[config.mk]
export PLATFORM = sky130hd
export DESIGN_NAME = ppsw_core
export DESIGN_NICKNAME = d
export VERILOG_FILES = /design/src/ppsw_pkg.sv /design/src/ppsw_timer.sv /design/src/ppsw_core.sv
export SDC_FILE = /design/constraint.sdc
export NUM_CORES = 2
export LEC_CHECK = 0
export BUFFER_PORTS_ARGS = -buffer_cell sky130_fd_sc_hd__clkbuf_2
export CAP_MARGIN = 0
export CORE_MARGIN = 2
export CORE_UTILIZATION = 40
export CTS_CLUSTER_SIZE = 25
export DETAILED_ROUTE_END_ITERATION = 12
export PLACE_DENSITY = 0.52
export SLEW_MARGIN = 5
export SYNTH_ARGS = -nofsm -noshare
export SYNTH_HDL_FRONTEND = slang
export SYNTH_SLANG_ARGS = --single-unit
[constraint.sdc]
create_clock -name clk -period 35.7 [get_ports clk]
set_clock_uncertainty 0.2 [all_clocks]
set_input_delay 3.57 -clock clk [delete_from_list [all_inputs] [get_ports clk]]
set_output_delay 3.57 -clock clk [all_outputs]
set_load 0.005 [all_outputs]
[src/ppsw_pkg.sv]
// Purpose: shared constants and carriers for the process regulator with sleep supervisor
// Assumes: values are unsigned fixed point, 0.01 units for percent and Hz, kp and ki in 1/128 steps, kd in 1/8 steps; one tick per ms
// Notes  : all control settings are plain ports; no register bus
package ppsw_pkg;
  // ---------------------------------------------------------------
  // timing
  // ---------------------------------------------------------------
  localparam int CLK_HZ      = 25_000_000;
  localparam int TICK_US     = 1000;
  localparam int TICK_CYC    = CLK_HZ / 1_000_000 * TICK_US;
  localparam int START_MAX_S = 2400;
  localparam int WAKE_MAX_DS = 6000;
  // ---------------------------------------------------------------
  // codes and limits
  // ---------------------------------------------------------------
  localparam logic [1:0]  EN_OFF     = 2'h0;
  localparam logic [1:0]  EN_AI1     = 2'h1;
  localparam logic [1:0]  EN_AI2     = 2'h2;
  localparam logic [2:0]  SRC_POT    = 3'h0;
  localparam logic [2:0]  SRC_AI1    = 3'h1;
  localparam logic [2:0]  SRC_AI2    = 3'h2;
  localparam logic [2:0]  SRC_KFREQ  = 3'h3;
  localparam logic [2:0]  SRC_COMM   = 3'h4;
  localparam logic [2:0]  SRC_UPDN   = 3'h5;
  localparam logic [2:0]  SRC_KSET   = 3'h7;
  localparam logic [15:0] KD_MAX     = 16'h00FF;
  localparam logic [15:0] HYST_RST   = 16'h0014;
  localparam logic [15:0] PCT_FULL   = 16'h2710;
  localparam logic [15:0] OUT_MAX    = 16'hFFFF;
  localparam int          GAIN_SHIFT = 7;
  localparam int          DIFF_SHIFT = 3;
  // ---------------------------------------------------------------
  // carriers
  // ---------------------------------------------------------------
  typedef struct packed {
    logic [15:0] pot;
    logic [15:0] ai1;
    logic [15:0] ai2;
    logic [15:0] kfreq;
    logic [15:0] comm;
    logic [15:0] updn;
  } ppsw_src_t;
  typedef struct packed {
    logic [15:0] kp;
    logic [15:0] ki;
    logic [15:0] kd;
  } ppsw_gain_t;
  typedef struct packed {
    logic [15:0] wake_bias;
    logic [15:0] wake_abs;
    logic [15:0] wake_pct;
    logic [15:0] wake_hyst;
    logic [15:0] sleep_freq;
    logic [15:0] sleep_pct;
  } ppsw_sleep_t;
  typedef enum logic [1:0] {
    PPSW_IDLE  = 2'b00,
    PPSW_HOLD  = 2'b01,
    PPSW_RUN   = 2'b10,
    PPSW_SLEEP = 2'b11
  } ppsw_state_t;
  // scale value by a 0.01 percent factor
  function automatic logic [15:0] ppsw_pct(input logic [15:0] v, input logic [15:0] p);
    logic [31:0] prod;
    prod = 32'(v) * 32'(p);
    return 16'(prod / 32'(PCT_FULL));
  endfunction
endpackage

[src/ppsw_timer.sv]
// Purpose: duration timer that counts ticks while a condition holds
// Assumes: tick is a one cycle pulse from the same clock
// Notes  : limit of zero makes done follow cond at once
`timescale 1ns/1ps
module ppsw_timer
  import ppsw_pkg::*;
#(
  parameter int W = 24
) (
  // clock and reset
  input  wire logic         clk,
  input  wire logic         reset_n,
  // control
  input  wire logic         tick,
  input  wire logic         cond,
  input  wire logic [W-1:0] limit,
  // status
  output logic              done
);
  logic [W-1:0] cnt_q;
  logic [W-1:0] cnt_d;
  // count while condition holds, clear when it drops
  assign cnt_d = !cond ? '0 : (tick && cnt_q < limit) ? cnt_q + W'(1) : cnt_q;
  assign done  = cond && (cnt_q >= limit);
  // counter register
  always_ff @(posedge clk) begin
    if (!reset_n) begin
      cnt_q <= '0;
    end else begin
      cnt_q <= cnt_d;
    end
  end
  // a dropped condition always clears the count
  timer_clear_a: assert property (@(posedge clk) disable iff (!reset_n)
    !cond |=> cnt_q == '0) else $error("timer not cleared");
endmodule

[src/ppsw_core.sv]
// Purpose: process regulator with sleep and wake supervision, output frequency command
// Assumes: analog samples and settings are synchronous to clk; logic_inv comes from a pin
// Notes  : regulation updates once per tick; frequencies in 0.01 Hz
`timescale 1ns/1ps
module ppsw_core
  import ppsw_pkg::*;
#(
  parameter int TICK_CYCLES = TICK_CYC
) (
  // clock and reset
  input  wire logic        clk,
  input  wire logic        reset_n,
  // configuration
  input  wire logic [1:0]  pid_enable,
  input  wire logic [2:0]  src_select,
  input  wire logic        sign_invert,
  input  wire logic [11:0] start_delay_s,
  input  wire logic [12:0] wake_delay_ds,
  input  wire logic [12:0] sleep_delay_ds,
  input  wire ppsw_gain_t  gains,
  input  wire ppsw_sleep_t slp,
  // keypad setpoint
  input  wire logic        key_up,
  input  wire logic        key_down,
  input  wire logic        set_wr,
  input  wire logic [15:0] set_wdata,
  // process
  input  wire logic        run,
  input  wire logic        logic_inv,
  input  wire ppsw_src_t   src,
  // results
  output logic [15:0]      freq_cmd,
  output logic [15:0]      setpoint_q,
  output logic             asleep,
  output logic             src_conflict
);
  ppsw_state_t state_q, state_d;
  logic [15:0] tick_cnt_q;
  logic        tick;
  logic        inv_s1_q, inv_s2_q;
  logic [15:0] ksp_q;
  logic [15:0] out_q;
  logic [31:0] integ_q;
  logic signed [17:0] err_prev_q;
  // -------------------------------------------------------------
  // tick and pin synchroniser
  // -------------------------------------------------------------
  assign tick = (tick_cnt_q == 16'(TICK_CYCLES - 1));
  always_ff @(posedge clk) begin
    if (!reset_n) begin
      tick_cnt_q <= 16'h0000;
      inv_s1_q   <= 1'b0;
      inv_s2_q   <= 1'b0;
    end else begin
      tick_cnt_q <= tick ? 16'h0000 : tick_cnt_q + 16'h0001;
      inv_s1_q   <= logic_inv;
      inv_s2_q   <= inv_s1_q;
    end
  end
  // -------------------------------------------------------------
  // source selection
  // -------------------------------------------------------------
  wire        pid_on   = (pid_enable == EN_AI1) || (pid_enable == EN_AI2);
  wire [15:0] feedback = (pid_enable == EN_AI2) ? src.ai2 : src.ai1;
  wire        conflict = pid_on && ((pid_enable == EN_AI1 && src_select == SRC_AI1) ||
                                    (pid_enable == EN_AI2 && src_select == SRC_AI2));
  logic [15:0] sel_val;
  always_comb begin
    unique case (src_select)
      SRC_POT:   sel_val = src.pot;
      SRC_AI1:   sel_val = src.ai1;
      SRC_AI2:   sel_val = src.ai2;
      SRC_KFREQ: sel_val = src.kfreq;
      SRC_COMM:  sel_val = src.comm;
      SRC_UPDN:  sel_val = src.updn;
      SRC_KSET:  sel_val = ksp_q;
      default:   sel_val = 16'h0000;
    endcase
  end
  // conflicting channel gives zero setpoint; same code feeds reference when off
  wire [15:0] setpoint = conflict ? 16'h0000 : sel_val;
  // keypad setpoint, a direct write wins over the arrows in the same cycle
  always_ff @(posedge clk) begin
    if (!reset_n) begin
      ksp_q <= 16'h0000;
    end else if (set_wr) begin
      ksp_q <= set_wdata;
    end else if (key_up && ksp_q != OUT_MAX) begin
      ksp_q <= ksp_q + 16'h0001;
    end else if (key_down && ksp_q != 16'h0000) begin
      ksp_q <= ksp_q - 16'h0001;
    end
  end
  // -------------------------------------------------------------
  // regulator arithmetic
  // -------------------------------------------------------------
  wire               invert  = sign_invert ^ inv_s2_q;
  wire signed [17:0] err_raw = $signed({2'b00, setpoint}) - $signed({2'b00, feedback});
  wire signed [17:0] err     = invert ? -err_raw : err_raw;
  wire [15:0]        kd_lim  = (gains.kd > KD_MAX) ? KD_MAX : gains.kd;
  wire signed [35:0] p_term  = err * $signed({2'b00, gains.kp});
  wire signed [35:0] i_step  = err * $signed({2'b00, gains.ki});
  wire signed [35:0] d_term  = (err - err_prev_q) * $signed({2'b00, kd_lim});
  wire signed [35:0] i_next  = $signed({4'h0, integ_q}) + (i_step >>> GAIN_SHIFT);
  wire signed [35:0] i_sat   = i_next < 0 ? 36'sd0 :
                               i_next > 36'sh0_FFFF_FFFF ? 36'sh0_FFFF_FFFF : i_next;
  wire signed [35:0] sum     = (p_term >>> GAIN_SHIFT) + (i_sat >>> GAIN_SHIFT)
                               + (d_term >>> DIFF_SHIFT);
  wire [15:0]        pid_out = sum < 0 ? 16'h0000 : sum > 36'sh0_0000_FFFF ? OUT_MAX
                               : sum[15:0];
  // -------------------------------------------------------------
  // timers and sleep supervision
  // -------------------------------------------------------------
  wire        sleep_off  = (sleep_delay_ds == 13'h0000);
  wire [15:0] pct_level  = ppsw_pct(setpoint, slp.sleep_pct);
  wire [15:0] wake_pctlv = ppsw_pct(setpoint, slp.wake_pct);
  wire        thr_sleep  = (slp.sleep_pct != 16'h0000) && (feedback > pct_level);
  wire        frq_sleep  = (slp.sleep_pct == 16'h0000) && (slp.sleep_freq != 16'h0000)
                           && (out_q <= slp.sleep_freq);
  wire [16:0] wake_freq  = {1'b0, slp.sleep_freq} + {1'b0, slp.wake_hyst};
  wire        dev_wake   = !err_raw[17] && (err_raw > $signed({2'b00, slp.wake_bias}));
  logic       wake_cond;
  // only the highest nonzero wake setting is used
  always_comb begin
    if (slp.wake_bias != 16'h0000) begin
      wake_cond = dev_wake;
    end else if (slp.wake_abs != 16'h0000) begin
      wake_cond = feedback > slp.wake_abs;
    end else if (slp.wake_pct != 16'h0000) begin
      wake_cond = feedback > wake_pctlv;
    end else begin
      wake_cond = {1'b0, sel_val} >= wake_freq;
    end
  end
  logic start_done, sleep_done, wake_done;
  ppsw_timer #(.W(24)) u_start (
    .clk(clk), .reset_n(reset_n), .tick(tick),
    .cond(state_q == PPSW_HOLD),
    .limit(24'(start_delay_s) * 24'd1000), .done(start_done));
  ppsw_timer #(.W(24)) u_sleep (
    .clk(clk), .reset_n(reset_n), .tick(tick),
    .cond(state_q == PPSW_RUN && !sleep_off && (thr_sleep || frq_sleep)),
    .limit(24'(sleep_delay_ds) * 24'd100), .done(sleep_done));
  ppsw_timer #(.W(24)) u_wake (
    .clk(clk), .reset_n(reset_n), .tick(tick),
    .cond(state_q == PPSW_SLEEP && wake_cond),
    .limit(24'(wake_delay_ds) * 24'd100), .done(wake_done));
  // state machine
  always_comb begin
    state_d = state_q;
    unique case (state_q)
      PPSW_IDLE:  if (run && pid_on) state_d = PPSW_HOLD;
      PPSW_HOLD:  if (start_done) state_d = PPSW_RUN;
      PPSW_RUN:   if (sleep_done) state_d = PPSW_SLEEP;
      PPSW_SLEEP: if (wake_done || sleep_off) state_d = PPSW_RUN;
    endcase
    if (!run || !pid_on) state_d = PPSW_IDLE;
  end
  // -------------------------------------------------------------
  // regulator state and outputs
  // -------------------------------------------------------------
  always_ff @(posedge clk) begin
    if (!reset_n) begin
      state_q    <= PPSW_IDLE;
      integ_q    <= 32'h0000_0000;
      err_prev_q <= 18'sh0_0000;
      out_q      <= 16'h0000;
    end else begin
      state_q <= state_d;
      // a fresh run starts its differential term from zero, not from a stale error
      if (!pid_on) begin
        out_q      <= sel_val;
        integ_q    <= 32'h0000_0000;
        err_prev_q <= 18'sh0_0000;
      end else if (state_q != PPSW_RUN) begin
        out_q      <= 16'h0000;
        integ_q    <= 32'h0000_0000;
        err_prev_q <= 18'sh0_0000;
      end else if (tick) begin
        integ_q    <= i_sat[31:0];
        err_prev_q <= err;
        out_q      <= pid_out;
      end
    end
  end
  assign freq_cmd     = out_q;
  assign setpoint_q   = ksp_q;
  assign asleep       = (state_q == PPSW_SLEEP);
  assign src_conflict = conflict;
  // -------------------------------------------------------------
  // checks
  // -------------------------------------------------------------
  bypass_pass_a: assert property (@(posedge clk) disable iff (!reset_n)
    !pid_on |=> freq_cmd == $past(sel_val)) else $error("bypass wrong");
  conflict_zero_a: assert property (@(posedge clk) disable iff (!reset_n)
    conflict |-> setpoint == 16'h0000) else $error("conflict not zeroed");
  hold_off_a: assert property (@(posedge clk) disable iff (!reset_n)
    state_q == PPSW_HOLD |=> freq_cmd == 16'h0000) else $error("early regulation");
  sleep_dis_a: assert property (@(posedge clk) disable iff (!reset_n)
    sleep_off && state_q == PPSW_RUN |=> state_q != PPSW_SLEEP) else $error("slept");
  sign_pos_a: assert property (@(posedge clk) disable iff (!reset_n)
    !invert && feedback < setpoint |-> !err[17]) else $error("sign wrong");
  sign_neg_a: assert property (@(posedge clk) disable iff (!reset_n)
    invert && feedback < setpoint |-> err[17]) else $error("inverted sign wrong");
  kd_cap_a: assert property (@(posedge clk) disable iff (!reset_n)
    kd_lim <= KD_MAX) else $error("kd over limit");
  wake_only_a: assert property (@(posedge clk) disable iff (!reset_n)
    state_q == PPSW_SLEEP && state_d == PPSW_RUN |-> wake_done || sleep_off)
    else $error("woke without cause");
  key_set_a: assert property (@(posedge clk) disable iff (!reset_n)
    set_wr |=> setpoint_q == $past(set_wdata)) else $error("setpoint write lost");
  // bypass never sleeps; sleep keeps the regulator output parked at zero
  bypass_awake_a: assert property (@(posedge clk) disable iff (!reset_n)
    !pid_on |=> !asleep) else $error("asleep while bypassed");
  sleep_park_a: assert property (@(posedge clk) disable iff (!reset_n)
    pid_on && asleep |=> freq_cmd == 16'h0000) else $error("output while asleep");
  // main scenarios
  cov_sleep_c: cover property (@(posedge clk) state_q == PPSW_RUN ##1 state_q == PPSW_SLEEP);
  cov_wake_c:  cover property (@(posedge clk) state_q == PPSW_SLEEP ##1 state_q == PPSW_RUN);
  cov_start_c: cover property (@(posedge clk) state_q == PPSW_HOLD ##1 state_q == PPSW_RUN);
  cov_frq_c:   cover property (@(posedge clk) frq_sleep && sleep_done);
  cov_conf_c:  cover property (@(posedge clk) conflict && run);
endmodule

==> metrics.cfg <==
[outcome]
outcome = completed

[placed_design]
globalplace.congestion = 0.950
dp.cells = 13254
hpwl_um = 218000
portBuffers = 340

[clock_tree]
clkTransAtPathRegs_ps = 80
clock_sinks = 174
root_buffer = clkbuf_16
post_cts_buffers = 0
cts_tree = built
h-tree-depth = 4
clock_latency_ps = 530
clk_path_buf_depth = 2
cts_buffers = 17

[grt]
grt_pass1_wl_um = 422000
grt_use_total = 0.245
grt_overflow = 0
first_global_vias = 73697
grt_max_degree = 76
antenna_found_initial = 17

[drt]
vias_per_cell = 5.35
routed_wl_um = 261000
vias = 71121
detail-route-antenna-nets = 0
wl_per_cell_um = 19.6
first_iter_violations = 4002
drcViolationCount = 0
first_pass_iters = 7

[critical_path]
start_kind = input port
cp.required_ps = 35890
crit_path_max_fanout = 41
path_class = input port to flop
r2r_slack_ps = 5440
end_kind = flop
ff2ff_path_depth = 99
cp.arrival_ps = 33980
max_stage_delay_ps = 700
cpMostUsedCell = a21oi_1
crit_path_top_delay_cell = buf_2

[synthesis]
netlist_area_mm2 = 0.0853
netlist_instances = 10217
async_reset_ff_frac = 0
synth_ff_type = dfxtp_1
syn_avg_cell_area_um2 = 8.34
synth_edf_count = 0
ys_ff_latch = 174
ys_types = 173
synth_warnings = 0
ys_seq_area_frac = 0.0409

[layout]
regArea_mm2 = 0.00348
fin_nets = 13026
multi_input_area_mm2 = 0.0743
fin_cells = 13294
syn2layout_area_growth_pct = 6.90
nFillCells = 21616
final_layout_size_suffix_gt1_frac = 0.0765

[sta]
max_freq_ghz = 0.0296
setup_viol = 0
rsz0062_at_grt = false
hold_viol = 0
min_period_ps = 33790
fin_setup_tns_ps = 0
layout_worst_path_cycle_share = 0.946
slew_headroom = 0.176
worst_pin_slew_ps = 1230
maxSlewViolCount = 0

[floorplan]
num_rows = 169
boundaryPins = 341
core_mm2 = 0.212
initial_core_util = 0.402
die_height_um = 466
die_x_um = 466
die-area_mm2 = 0.217

[run]
drv_cap = 0

[hold_path]
hp-class = flop to flop
min_path_cells = 2

==> routing by layer <==
metal	track usage	vias up	part of all wire
met2	0.413	1434	0.48
met3	0.0182	293	0.035
met1	0.331	35674	0.45
li1	-	33712	-
met4	0.0866	8	0.040
met5	0	-	0.00018
==> Yosys cell counts, types with 17 or more instances <==
cell type / instances / share of area
inv_1: 1829 / 0.081
a21oi_1: 510 / 0.030
nor2_1: 467 / 0.021
nand3_1: 144 / 0.0085
o21ai_0: 281 / 0.016
buf_2: 22 / 0.0013
a211oi_1: 91 / 0.0080
a21o_1: 127 / 0.011
xor2_1: 167 / 0.017
nand4_1: 80 / 0.0059
or2_2: 40 / 0.0029
o221ai_1: 17 / 0.0017
clkbuf_1: 276 / 0.012
a31oi_1: 62 / 0.0045
buf_4: 29 / 0.0026
nor4_1: 63 / 0.0046
nor3_1: 167 / 0.0098
nand2b_1: 84 / 0.0062
ha_1: 904 / 0.13
and3_1: 60 / 0.0044
dfxtp_1: 174 / 0.041
o21ai_1: 42 / 0.0025
xnor2_1: 357 / 0.037
o22ai_1: 27 / 0.0020
a22oi_1: 23 / 0.0020
a211o_1: 22 / 0.0023
mux2i_1: 55 / 0.0065
o211a_1: 20 / 0.0023
nor2b_1: 99 / 0.0073
nand2_1: 1060 / 0.047
o31ai_1: 27 / 0.0024
o21a_1: 104 / 0.0092
fa_1: 1363 / 0.32
or3_1: 39 / 0.0029
buf_1: 17 / 0.00075
maj3_1: 21 / 0.0025
a2111oi_0: 17 / 0.0017
o211ai_1: 73 / 0.0064
o21bai_1: 110 / 0.0097
mux2_2: 46 / 0.0061
o2111ai_1: 28 / 0.0029
o31a_1: 19 / 0.0020
and2_1: 543 / 0.040
==> placed cells by master (no fill, tap or decap), drive strengths merged, types with 56 or more instances in the layout <==
cell type,n
conb,162
a31oi,70
a21o,127
xor2,173
inv,1846
clkbuf,357
fa,1363
nand3,146
nor2,471
o21bai,113
and3,61
a21oi,522
o21a,108
dfxtp,174
nand4,81
buf,81
a211oi,99
nand2,1060
xnor2,366
and2,549
ha,904
mux2i,61
o211ai,76
nor2b,100
nor3,173
nor4,71
nand2b,86
or2,56
o21ai,338
==> flip-flops by register name, summed over array words and instances (netlist names) <==
register / flops
err_prev_q: 18
freq_cmd: 16
integ_q: 32
inv_s1_q: 1
inv_s2_q: 1
setpoint_q: 16
state_q: 2
tick_cnt_q: 16
u_sleep.cnt_q: 24
u_start.cnt_q: 24
u_wake.cnt_q: 24
==> logic make-up after synthesis <==
| group | Yosys count | share of synthesized area |
|---|---|---|
| DFF | 174 | 0.0409 |
| muxes | 118 | 0.0162 |
| buffers and inverters | 2206 | 0.101 |
| AOI/OAI and AO/OA | 1900 | 0.156 |
| and+or+nand+nor | 2987 | 0.174 |
| adders and majority gates | 2291 | 0.456 |
| xor gates and xnor gates | 539 | 0.0567 |
| other | 2 | 0.0000881 |
==> area by class of cell <==
class / instances / share of cell area
tap: 2821 / 0.0387
multi-input combinational: 7997 / 0.815
timing repair buffer: 420 / 0.0253
sequential: 174 / 0.0382
clock buffer: 18 / 0.00471
inverter: 1842 / 0.0759
clock inverter: 14 / 0.00218
antenna: 8 / 0.000220
==> timing repair <==
item / CTS / global route
resized for setup: 0 / 22
endpoints found under the hold margin: 0 / 0
hold buffers: 0 / 0
endpoints found under the setup margin: 0 / 49
==> metrics by stage <==
stage	setup slack [ps]	instance area (um2)	utilization	hold WS (ps)
floorplan	6650	85900	-	208
global placement	1500	90400	0.427	217
detailed placement	609	90400	0.427	223
CTS	1130	91000	0.430	236
global route	65.3	91100	0.430	266
finish	1910	91100	0.430	231
==> final timing paths <==
kind                                         to                          start
setup / recovery  u_wake.cnt_q[19]$_SDFFE_PN0P_                  src_select[0]
setup reg to reg  u_wake.cnt_q[19]$_SDFFE_PN0P_    setpoint_q[10]$_SDFFE_PN0P_
hold reg to reg   u_wake.cnt_q[23]$_SDFFE_PN0P_  u_wake.cnt_q[23]$_SDFFE_PN0P_
hold / removal    u_wake.cnt_q[23]$_SDFFE_PN0P_  u_wake.cnt_q[23]$_SDFFE_PN0P_
==> worst max-delay path: cells and delay by family <==
| kind | cells | cell delay [ps] |
|---|---|---|
| xor+xnor | 2 | 600 |
| mux | 3 | 1200 |
| compound gates | 51 | 14350 |
| buf+inv | 10 | 2050 |
| fa+ha+maj | 8 | 3830 |
| simple gates | 30 | 8300 |
Power is not shown: default switching activity piles up to over one toggle a cycle in this logic, so the estimate is an artifact.
